$ cat src/rtl/alarm_route_pkg.sv
/*
  Shared constants and types for the alarm routing and DAC range register bank.
  Assumes one 50 MHz clock and an 8-bit register port with one-cycle strobes.
*/
`default_nettype none
package alarm_route_pkg;

  localparam int ADDR_W      = 8;
  localparam int DATA_W      = 8;
  localparam int NUM_ALARMS  = 9;  // inputs 16..20, ext, thermal, temp high, temp low
  localparam int CHECK_CNT_W = 3;
  localparam int NUM_EVENTS  = 2;

  // register offsets
  localparam logic [ADDR_W-1:0] OFF_ROUTE_LO  = 8'h1c;
  localparam logic [ADDR_W-1:0] OFF_ROUTE_HI  = 8'h1d;
  localparam logic [ADDR_W-1:0] OFF_RANGE_AB  = 8'h1e;
  localparam logic [ADDR_W-1:0] OFF_STATUS_LO = 8'h70;
  localparam logic [ADDR_W-1:0] OFF_STATUS_HI = 8'h71;
  localparam logic [ADDR_W-1:0] OFF_MON_CTRL  = 8'h73;
  localparam logic [ADDR_W-1:0] OFF_IRQ_STAT  = 8'h74;
  localparam logic [ADDR_W-1:0] OFF_IRQ_CLR   = 8'h75;
  localparam logic [ADDR_W-1:0] OFF_IRQ_EN    = 8'h76;

  // reset values
  localparam logic [DATA_W-1:0] RST_ROUTE_LO = 8'h00;
  localparam logic [DATA_W-1:0] RST_ROUTE_HI = 8'h00;
  localparam logic [DATA_W-1:0] RST_RANGE_AB = 8'h00;
  localparam logic [DATA_W-1:0] RST_MON_CTRL = 8'h00;

  // field positions
  localparam int ROUTE_LO_W      = 5;  // input16..input20 routes, bits 4:0
  localparam int ROUTE_HI_W      = 4;  // temp low, temp high, thermal, ext, bits 3:0
  localparam int LATCH_OFF_BIT   = 4;
  localparam int RANGE_A_LSB     = 0;
  localparam int RANGE_B_LSB     = 4;
  localparam int PIN_EN_BIT      = 0;
  localparam int CHECK_CNT_LSB   = 1;
  localparam int EV_ALARM_SET    = 0;
  localparam int EV_ALARM_CLEAR  = 1;

  // explicit ranges follow the low two bits of the range field
  typedef enum logic [1:0] {
    RANGE_NEG10_0 = 2'h0,
    RANGE_NEG5_0  = 2'h1,
    RANGE_0_10    = 2'h2,
    RANGE_0_5     = 2'h3
  } dac_range_t;

  typedef struct packed {
    logic [ADDR_W-1:0] addr;
    logic [DATA_W-1:0] wdata;
    logic              wr;
    logic              rd;
  } reg_req_t;

  typedef struct packed {
    logic [CHECK_CNT_W-1:0] cnt;
    logic                   status;
    logic                   acked;
  } filter_state_t;

endpackage
`default_nettype wire

$ cat src/rtl/alarm_filter.sv
/*
  One alarm channel: consecutive-check qualifier plus latched or live status bit.
  Assumes check_en is a one-cycle pulse per completed check and need is at least 1.
*/
`timescale 1ns/100ps
`default_nettype none
module alarm_filter
  import alarm_route_pkg::*;
(
  // clock and reset
  input  wire logic                   core_clk,
  input  wire logic                   rst,
  // monitor side
  input  wire logic                   check_en,
  input  wire logic                   out_of_range,
  input  wire logic [CHECK_CNT_W-1:0] need,
  // control side
  input  wire logic                   latch_off,
  input  wire logic                   read_ack,
  output logic                        status
);

  filter_state_t st;
  filter_state_t next_st;
  logic          live;

  // live alarm means the run of out-of-range checks reached the limit
  // compare as at-least so a count lowered mid-run cannot leave the run stranded above it
  assign live   = (st.cnt >= need);
  assign status = st.status;

  always_comb begin
    next_st = st;
    // counter saturates at the limit so a long excursion stays qualified
    if (check_en) begin
      if (!out_of_range)
        next_st.cnt = '0;
      else if (st.cnt < need)
        next_st.cnt = st.cnt + 1'b1;
    end
    if (latch_off) begin
      next_st.status = live;
      next_st.acked  = 1'b0;
    end else begin
      if (read_ack && st.status)
        next_st.acked = 1'b1;
      // clear needs both a read and a gone condition; set wins since live blocks it
      if (live)
        next_st.status = 1'b1;
      else if (st.status && st.acked)
        next_st.status = 1'b0;
      if (!next_st.status)
        next_st.acked = 1'b0;
    end
  end

  always_ff @(posedge core_clk or posedge rst) begin
    if (rst)
      st <= '0;
    else
      st <= next_st;
  end

endmodule // alarm_filter
`default_nettype wire

$ cat src/rtl/range_resolve.sv
/*
  Resolves one DAC group range from its 3-bit field and the auto detector.
  Purely combinational; the caller registers the result.
*/
`timescale 1ns/100ps
`default_nettype none
module range_resolve
  import alarm_route_pkg::*;
(
  // programmed field and detector guess
  input  wire logic [2:0] sel,
  input  wire dac_range_t auto_range,
  // resolved range
  output dac_range_t      eff_range,
  output logic            overridden
);

  // top bit set means software picks the range outright
  always_comb begin
    overridden = sel[2];
    eff_range  = sel[2] ? dac_range_t'(sel[1:0]) : auto_range;
  end

endmodule // range_resolve
`default_nettype wire

$ cat src/rtl/alarm_route_dac_range_regs.sv
/*
  Alarm output routing, alarm status latching and DAC group A/B range registers.
  Assumes a simple register port (one-cycle strobes, read data one cycle later),
  synchronous alarm inputs and a one-cycle check pulse from the monitor sequencer.
*/
`timescale 1ns/100ps
`default_nettype none
module alarm_route_dac_range_regs
  import alarm_route_pkg::*;
(
  // clock and reset
  input  wire logic                  core_clk,
  input  wire logic                  rst,
  // register port
  input  wire reg_req_t              req,
  output logic [DATA_W-1:0]          rdata,
  // monitor side
  input  wire logic                  check_en,
  input  wire logic [NUM_ALARMS-1:0] out_of_range,
  // auto range detector
  input  wire dac_range_t            auto_range_a,
  input  wire dac_range_t            auto_range_b,
  // outputs
  output logic                       alarm_output_pin,
  output dac_range_t                 range_a,
  output dac_range_t                 range_b,
  output logic                       range_a_override,
  output logic                       range_b_override,
  output logic                       irq
);

  typedef struct packed {
    logic [DATA_W-1:0]     route_lo;
    logic [DATA_W-1:0]     route_hi;
    logic [DATA_W-1:0]     range_ab;
    logic [DATA_W-1:0]     mon_ctrl;
    logic [NUM_EVENTS-1:0] irq_stat;
    logic [NUM_EVENTS-1:0] irq_en;
    logic [DATA_W-1:0]     rdata;
    logic                  pin;
    dac_range_t            rng_a;
    dac_range_t            rng_b;
    logic                  ovr_a;
    logic                  ovr_b;
    logic                  irq;
    logic [NUM_ALARMS-1:0] prev_status;
  } top_state_t;

  top_state_t st;
  top_state_t next_st;

  // decode used by both the write and read paths
  function automatic logic hit(input logic [ADDR_W-1:0] a, input logic [ADDR_W-1:0] off);
    hit = (a == off);
  endfunction

  // alarm channels
  logic [NUM_ALARMS-1:0]  status;
  logic [NUM_ALARMS-1:0]  read_ack;
  logic [NUM_ALARMS-1:0]  route;
  logic [CHECK_CNT_W-1:0] need;
  logic                   latch_off;
  logic                   pin_en;

  assign latch_off = st.route_hi[LATCH_OFF_BIT];
  assign pin_en    = st.mon_ctrl[PIN_EN_BIT];
  // a zero count would qualify with no check at all, so it is treated as one check
  assign need = (st.mon_ctrl[CHECK_CNT_LSB +: CHECK_CNT_W] == '0) ? CHECK_CNT_W'(1)
              : st.mon_ctrl[CHECK_CNT_LSB +: CHECK_CNT_W];
  assign route = {st.route_hi[ROUTE_HI_W-1:0], st.route_lo[ROUTE_LO_W-1:0]};

  // reading a status register acknowledges the bits it shows
  always_comb begin
    read_ack = '0;
    if (req.rd && hit(req.addr, OFF_STATUS_LO))
      read_ack[ROUTE_LO_W-1:0] = '1;
    if (req.rd && hit(req.addr, OFF_STATUS_HI))
      read_ack[NUM_ALARMS-1:ROUTE_LO_W] = '1;
  end

  genvar g;
  generate
    for (g = 0; g < NUM_ALARMS; g++) begin : g_alarm
      alarm_filter u_filter (
        .core_clk     (core_clk),
        .rst          (rst),
        .check_en     (check_en),
        .out_of_range (out_of_range[g]),
        .need         (need),
        .latch_off    (latch_off),
        .read_ack     (read_ack[g]),
        .status       (status[g])
      );
    end
  endgenerate

  // range fields
  dac_range_t eff_a;
  dac_range_t eff_b;
  logic       ovr_a;
  logic       ovr_b;

  range_resolve u_range_a (
    .sel        (st.range_ab[RANGE_A_LSB +: 3]),
    .auto_range (auto_range_a),
    .eff_range  (eff_a),
    .overridden (ovr_a)
  );

  range_resolve u_range_b (
    .sel        (st.range_ab[RANGE_B_LSB +: 3]),
    .auto_range (auto_range_b),
    .eff_range  (eff_b),
    .overridden (ovr_b)
  );

  // events for the interrupt: any status bit rising or falling
  logic [NUM_EVENTS-1:0] events;
  logic [NUM_EVENTS-1:0] clr_mask;

  always_comb begin
    events                 = '0;
    events[EV_ALARM_SET]   = |(status & ~st.prev_status);
    events[EV_ALARM_CLEAR] = |(~status & st.prev_status);
    clr_mask = '0;
    if (req.wr && hit(req.addr, OFF_IRQ_CLR))
      clr_mask = req.wdata[NUM_EVENTS-1:0];
  end

  // register writes, read mux and output staging
  always_comb begin
    next_st             = st;
    next_st.prev_status = status;
    // whole bytes stored except for the interrupt enable, reserved bits included, so they read back as written
    if (req.wr) begin
      if (hit(req.addr, OFF_ROUTE_LO))
        next_st.route_lo = req.wdata;
      if (hit(req.addr, OFF_ROUTE_HI))
        next_st.route_hi = req.wdata;
      if (hit(req.addr, OFF_RANGE_AB))
        next_st.range_ab = req.wdata;
      if (hit(req.addr, OFF_MON_CTRL))
        next_st.mon_ctrl = req.wdata;
      if (hit(req.addr, OFF_IRQ_EN))
        next_st.irq_en = req.wdata[NUM_EVENTS-1:0];
    end
    // set beats clear when both land in one cycle
    next_st.irq_stat = (st.irq_stat & ~clr_mask) | events;

    // read data stand only in the cycle after the strobe
    next_st.rdata = '0;
    if (req.rd) begin
      case (req.addr)
        OFF_ROUTE_LO:  next_st.rdata = st.route_lo;
        OFF_ROUTE_HI:  next_st.rdata = st.route_hi;
        OFF_RANGE_AB:  next_st.rdata = st.range_ab;
        OFF_STATUS_LO: next_st.rdata = DATA_W'(status[ROUTE_LO_W-1:0]);
        OFF_STATUS_HI: next_st.rdata = DATA_W'(status[NUM_ALARMS-1:ROUTE_LO_W]);
        OFF_MON_CTRL:  next_st.rdata = st.mon_ctrl;
        OFF_IRQ_STAT:  next_st.rdata = DATA_W'(st.irq_stat);
        OFF_IRQ_EN:    next_st.rdata = DATA_W'(st.irq_en);
        default:       next_st.rdata = '0;                  // unmapped and write-only read zero
      endcase
    end

    // pin is the or of routed alarms, gated by the pin function enable
    next_st.pin   = pin_en & |(status & route);
    next_st.rng_a = eff_a;
    next_st.rng_b = eff_b;
    next_st.ovr_a = ovr_a;
    next_st.ovr_b = ovr_b;
    next_st.irq   = |(next_st.irq_stat & st.irq_en);
  end

  always_ff @(posedge core_clk or posedge rst) begin
    if (rst) begin
      st          <= '0;
      st.route_lo <= RST_ROUTE_LO;
      st.route_hi <= RST_ROUTE_HI;
      st.range_ab <= RST_RANGE_AB;
      st.mon_ctrl <= RST_MON_CTRL;
    end else begin
      st <= next_st;
    end
  end

  assign rdata            = st.rdata;
  assign alarm_output_pin = st.pin;
  assign range_a          = st.rng_a;
  assign range_b          = st.rng_b;
  assign range_a_override = st.ovr_a;
  assign range_b_override = st.ovr_b;
  assign irq              = st.irq;

endmodule // alarm_route_dac_range_regs
`default_nettype wire

$ cat config.mk
export PLATFORM = sky130hd
export DESIGN_NAME = alarm_route_dac_range_regs
export DESIGN_NICKNAME = d
export VERILOG_FILES = /design/src/rtl/alarm_route_pkg.sv /design/src/rtl/alarm_filter.sv /design/src/rtl/range_resolve.sv /design/src/rtl/alarm_route_dac_range_regs.sv
export SDC_FILE = /design/constraint.sdc
export NUM_CORES = 1
export LEC_CHECK = 0
export ABC_AREA = 1
export BUFFER_PORTS_ARGS = -buffer_cell sky130_fd_sc_hd__buf_4
export CELL_PAD_IN_SITES_DETAIL_PLACEMENT = 0
export CELL_PAD_IN_SITES_GLOBAL_PLACEMENT = 2
export CORE_MARGIN = 2
export CORE_UTILIZATION = 37
export DETAILED_ROUTE_END_ITERATION = 6
export GPL_ROUTABILITY_DRIVEN = 0
export PLACE_DENSITY = 0.87
export SLEW_MARGIN = 30
export SYNTH_ARGS = -nofsm -noshare
export SYNTH_HDL_FRONTEND = slang
export SYNTH_SLANG_ARGS = --single-unit
$ cat constraint.sdc
create_clock -name core_clk -period 3.9 [get_ports core_clk]
set_clock_uncertainty 0.1 [all_clocks]
set_input_delay 0.39 -clock core_clk [delete_from_list [all_inputs] [get_ports core_clk]]
set_output_delay 0.39 -clock core_clk [all_outputs]
set_load 0.03 [all_outputs]
; Word level (Yosys, flattened, before mapping)
; Index checks and enable logic that the tools add are counted.
[word_totals]
regBits = 106
input_bits = 34
out_inout_bits = 16
elab_cells = 225
[op_classes]
addsub = 9
n_lt_le_gt_ge = 18
eq_ne = 27
n_mux = 80
n_bitwise = 10
n_reduce_logical = 40
[ops]
columns = operator, n
row1 = 8-bit case mux with 8 select lines, 1
row2 = 3-bit two-way mux, 19
row3 = "8-bit by 7-bit equality test with 1-bit output, second input constant", 6
row4 = 1-bit two-way mux, 45
row5 = 2-bit AND reduction, 14
row6 = "3-bit by 1-bit adder with 3-bit output, second input constant", 9
row7 = 9-bit AND, 3
row8 = 3-bit >= comparator, 9
row9 = 3-bit < comparator, 9
row10 = "3-bit by 2-bit inequality test with 1-bit output, second input constant", 9
row11 = 9-bit OR reduction, 3
row12 = "8-bit by 5-bit equality test with 1-bit output, second input constant", 3
row13 = 2-bit two-way mux, 12
row14 = 1-bit logical AND, 21
row15 = "2-bit by 1-bit inequality test with 1-bit output, second input constant", 9
row16 = 9-bit NOT, 2
row17 = 8-bit two-way mux, 1
row18 = 5-bit two-way mux, 1
row19 = 2-bit AND, 2
row20 = 4-bit two-way mux, 1
row21 = 3-bit zero test, 1
row22 = 2-bit NOT, 1
row23 = 2-bit OR, 1
row24 = 2-bit OR reduction, 1
row25 = 1-bit AND, 1

; Logic depth before layout (Yosys ltp)
[logic_depth]
word_depth = 8
depth_mapped = 10
mapped_depth_nobuf = 9

; By module
; Synthesis repeated with hierarchy kept, for this count alone.
[hier_totals]
hier_cells = 767
area_unflattened_um2 = 6132.1
[by_module_without_submodules]
columns = module, n_inst, cells_per_inst, area_per_inst_um2, seq_area_each_um2
row1 = alarm_route_dac_range_regs, 1, 355, 3080.5, 1526.5
row2 = alarm_filter, 9, 44, 331.6, 125.1
row3 = range_resolve, 2, 8, 33.8, 0.0

; Least setup slack after synthesis
; No wires, ideal clock.
[synth_path]
path_kind = register -> register
start = register st[32] (netlist bit)
end = register g_alarm[3].u_filter.st[2] (netlist bit)
setup_ps = 83
t_arrival_ps = 1669
required_ps = 3717
setup_slack_ps = 2048
path_stages_with_launch = 8
path_buffers = 0
synth_period_minus_slack_ps = 1852
cell_sequence = dfrtp_1 o21bai_1 ha_1 nand3b_1 nand2_1 a21oi_1 nand3_1 o21ai_0
[synth_between]
elab_chain_len = 5
[synth_lines]
columns = item, line_no
row1 = from (decl), alarm_route_dac_range_regs.sv:49  ; top_state_t st;
row2 = from (signal assigned), alarm_route_dac_range_regs.sv:183  ; st <= next_st;
row3 = 3-bit zero test, alarm_route_dac_range_regs.sv:68  ; assign need = (st.mon_ctrl[CHECK_CNT_LSB +: CHECK_CNT_W] == '0) ? CHECK_CNT_W'(1)
row4 = 3-bit two-way mux *, alarm_route_dac_range_regs.sv:68
row5 = 3-bit < comparator *, alarm_filter.sv:38  ; else if (st.cnt < need)
row6 = 2-bit by 1-bit inequality test with 1-bit output (no line) *, n/a
row7 = 2-bit AND reduction (no line) *, n/a
row8 = to (signal assigned), alarm_filter.sv:61  ; st <= next_st;
row9 = to (decl), alarm_filter.sv:23  ; filter_state_t st;
; Mark *: on every way between the ends. The rest lies on a longest branch, timed or not.
; A chain may end at the register's enable or synchronous reset.

; Worst setup path in the final report
[layout_path]
start = register st[32] (netlist bit)
end = register g_alarm[6].u_filter.st[3] (netlist bit)
[layout_between]
elab_chain_len = 5
[layout_lines]
columns = item, line_no
row1 = 3-bit zero test, alarm_route_dac_range_regs.sv:68
row2 = 3-bit two-way mux *, alarm_route_dac_range_regs.sv:68
row3 = 3-bit < comparator *, alarm_filter.sv:38
row4 = 2-bit by 1-bit inequality test with 1-bit output (no line) *, n/a
row5 = 2-bit AND reduction (no line) *, n/a
row6 = to (signal assigned), alarm_filter.sv:61
row7 = to (decl), alarm_filter.sv:23
; Marks and branches as above.

==> results by group <==
Synth
  – Share of synthesized area occupied by flip-flops and latches: 0.4540
  – Syn avg cell area: about 8.8 sq um
  – Count of distinct cell types in the synthesized netlist: 39
  – Post-Syn Nets: around 740
  – Most used flip-flop cell after synthesis: sky130_fd_sc_hd__dfrtp_1
  – Post-synth EDFFs: 0
  – Async SR Flop Fraction: 1.000
  – Total standard cell area after synthesis: around 0.006 sq mm
  – Post-synthesis sequential element count: approximately 110
  – Number of warnings printed during yosys synthesis: 0
  – Cells after synthesis: 667

Worst setup path
  – Worst path arrival time: ~2.4 ns
  – Category of cells accounting for the largest share of critical-path delay: compound AO/OA/AOI/OAI gates
  – Critical Path Source Type: flip-flop
  – Crit Reg-Reg Endpoint: g_alarm[6].u_filter.st[3]$_DFFE_PP0P_
  – Buffer and inverter count on the worst path: 1
  – Cells along the critical path: inv_1 > ha_1 > a21oi_1 > nand2_1 > a21oi_1 > nand3_1 > o21ai_0
  – Launching point of the worst reg2reg path: st[32]$_DFFE_PP0P_
  – Setup CP Type: flip-flop to flip-flop
  – Cell at the slowest stage of the critical path: sky130_fd_sc_hd__dfrtp_1
  – CP Capture Type: flip-flop
  – Most repeated library cell on the critical path: sky130_fd_sc_hd__a21oi_1
  – R2r worst-path depth: 7
  – Delay of the slowest cell on the worst path: about 0.42 ns
  – Required time at the worst-slack endpoint: roughly 4.1 ns
  – Critical path fanouts, max: 9
  – Setup slack of the most critical reg-to-reg path: 1.66 ns

Floorplan
  – Io pins: 50
  – Initial Utilization: 0.3815
  – Area of the core: 0.01531 sq mm
  – Die X-Extent: between 100 and 150 microns
  – Cell row count: 45
  – Die outline area: around 0.017 sq mm
  – Vertical die dimension: between 100 and 150 microns

Timing
  – Tightest slew margin relative to the limit: 0.4408
  – RSZ-0062 raised after global routing: no
  – Final min period: 2.241 ns
  – Final period utilization: 0.5746
  – Max Slew Vio Count: 0
  – Slew at the pin with the worst max-slew slack: 0.8388 ns
  – Final Setup Violations: 0
  – Count of endpoints failing hold in the final timing report: 0
  – Worst setup margin: 1.659 ns
  – Maximum achievable frequency: 0.4462 GHz
  – Setup_tns: 0 ns

Clock network
  – Root buffer selected by CTS: sky130_fd_sc_hd__clkbuf_16
  – Clock-pin slew on the worst setup and hold paths: about 0.070 ns
  – H-tree levels: 3
  – PostCTS Resize Cnt: 0
  – CTS tree: yes
  – Post-CTS setup buffer count: 0
  – Max clock buf depth: 2
  – Clock latency at the later pin of the worst-skew pair: about 0.35 ns
  – Number of buffers inserted by hold repair at cts: 0
  – Number of buffers added by the clock tree synthesis step: 9
  – Clock sink total: 106

Drt
  – Initial drt markers: ~220
  – Via/cell ratio: 4.903
  – Pre-antenna DRT Iters: 4
  – Total number of vias: around 4500
  – DRC Markers: 0
  – Routed WL: between 10 and 15 mm
  – Remaining antenna violation count: 0
  – WL/cell: 14.31 microns

Finish
  – Post-layout net count: 774
  – Count of fill cells added during filler insertion: around 1500
  – Highest-count cells in the layout ignoring fill and taps: sky130_fd_sc_hd__nand2_1 (129), sky130_fd_sc_hd__dfrtp_1 (106), sky130_fd_sc_hd__nand3_1 (83)
  – Most common library cell in the layout ignoring fill and taps: sky130_fd_sc_hd__nand2_1
  – Diodes inserted: 0
  – Share of final-layout standard cells stronger than drive strength 1: 0.1791
  – Area added between synthesis and finish: 12.87%

Global route
  – Initial antenna violation count: 0
  – Largest net degree at the start of global routing: slightly below 70
  – Vias in the first global route: about 4400
  – First-pass GRT wire length: between 20 and 25 mm
  – Global-route congestion overflow total: 0
  – Total routing usage reported by global routing: 0.1704

Power and ir drop
  – Worst voltage drop across the vdd grid: 0.2561 mV
  – Power density over cell area: between 500 and 600 mW/mm^2
  – Leak Pwr: 3.289 nW

Placed design
  – IO buf count: just under 50
  – Half-perimeter wire length after detailed placement: approximately 9.6 mm
  – Pre-CTS setup slack: 1.650 ns

Run
  – Number of max-cap violations: 0

Hold path
  – Hold Path Class: primary input to async pin

Run status
  – Result of the run: complete, no violations
layout make-up:
type                            instances  area, sq um  area share
Clock buffer                           10        239.0     0.03624
Clock inverter                          6        65.06    0.009865
Inverter                               80        302.8     0.04591
Multi-Input combinational cell        456         2689      0.4077
Sequential cell                       106         2653      0.4022
Tap cell                              211        264.0     0.04003
Timing Repair Buffer                   51        382.9     0.05805
flip-flops by register name, indices dropped and copies added (netlist names):
name / count
rdata: 8
route: 9
range_a: 2
pin_en: 1
range_b_override: 1
range_b: 2
g_alarm.u_filter.st: 36
irq: 1
alarm_output_pin: 1
st: 34
range_a_override: 1
latch_off: 1
g_alarm.u_filter.status: 9
logic make-up after synthesis:
logic type	count (synthesis)	synth area share
compound gates	111	0.1109
flops	106	0.4540
fa+ha+maj	36	0.07709
mux	4	0.007708
xor+xnor	4	0.005995
buf+inv	105	0.08651
simple gates	301	0.2578
Yosys cell counts (all sizes together), types with 5 or more instances:
cell type | instances | area [sq um]
a21oi | 39 | 195.2
buf | 23 | 197.7
dfrtp | 106 | 2653
ha | 36 | 450.4
inv | 80 | 300.3
nand2 | 139 | 551.8
nand3 | 86 | 468.0
nand3b | 5 | 37.54
nand4 | 13 | 81.33
nor2 | 41 | 246.5
nor3 | 8 | 65.06
o21ai | 60 | 356.6
or2 | 9 | 56.30
how the worst max path moves through the flow:
stage,startpoint,end,slack [ns],cells after the start
floorplan,rst,alarm_output_pin$_DFF_PP0_,0.62,1
global placement,st[32]$_DFFE_PP0P_,g_alarm[3].u_filter.st[2]$_DFFE_PP0P_,1.48,7
detailed placement,st[32]$_DFFE_PP0P_,g_alarm[6].u_filter.st[3]$_DFFE_PP0P_,1.65,7
CTS,st[32]$_DFFE_PP0P_,g_alarm[6].u_filter.st[3]$_DFFE_PP0P_,1.63,7
global route,st[32]$_DFFE_PP0P_,g_alarm[6].u_filter.st[3]$_DFFE_PP0P_,1.42,7
finish,st[32]$_DFFE_PP0P_,g_alarm[6].u_filter.st[3]$_DFFE_PP0P_,1.66,7
metal layers:
metal | track usage | vias up | routed length (microns)
li1 | - | 2302 | -
met1 | 0.2401 | 2119 | 6398
met2 | 0.2692 | 75 | 6075
met3 | 0.02395 | 15 | 483
met4 | 0.06072 | 0 | 204
met5 | 0 | - | 0
through the flow:
step / instance area, sq um / hold slack (ns) / instances / util / total power (W)
3_3_place_gp: 6287 / 0.3592 / 904 / 0.4105 / 0.002610
3_5_place_dp: 6291 / 0.3630 / 904 / 0.4108 / 0.002682
4_1_cts: 6595 / 0.1458 / 920 / 0.4306 / 0.003626
6_report: 6595 / 0.1011 / 920 / 0.4306 / 0.003592
2_1_floorplan: 5843 / 0.2950 / 667 / - / 0.002366
5_1_grt: 6595 / 0.1620 / 920 / 0.4306 / 0.003898
where the power goes:
| group | internal [W] | switching [W] | total [W] |
|---|---|---|---|
| Sequential | 0.00132 | 0.000202 | 0.00152 |
| Clock | 0.000517 | 0.000416 | 0.000933 |
| Combinational | 0.000454 | 0.000683 | 0.00114 |
| Total | 0.00229 | 0.00130 | 0.00359 |
Power figures use the tool's default switching activity.
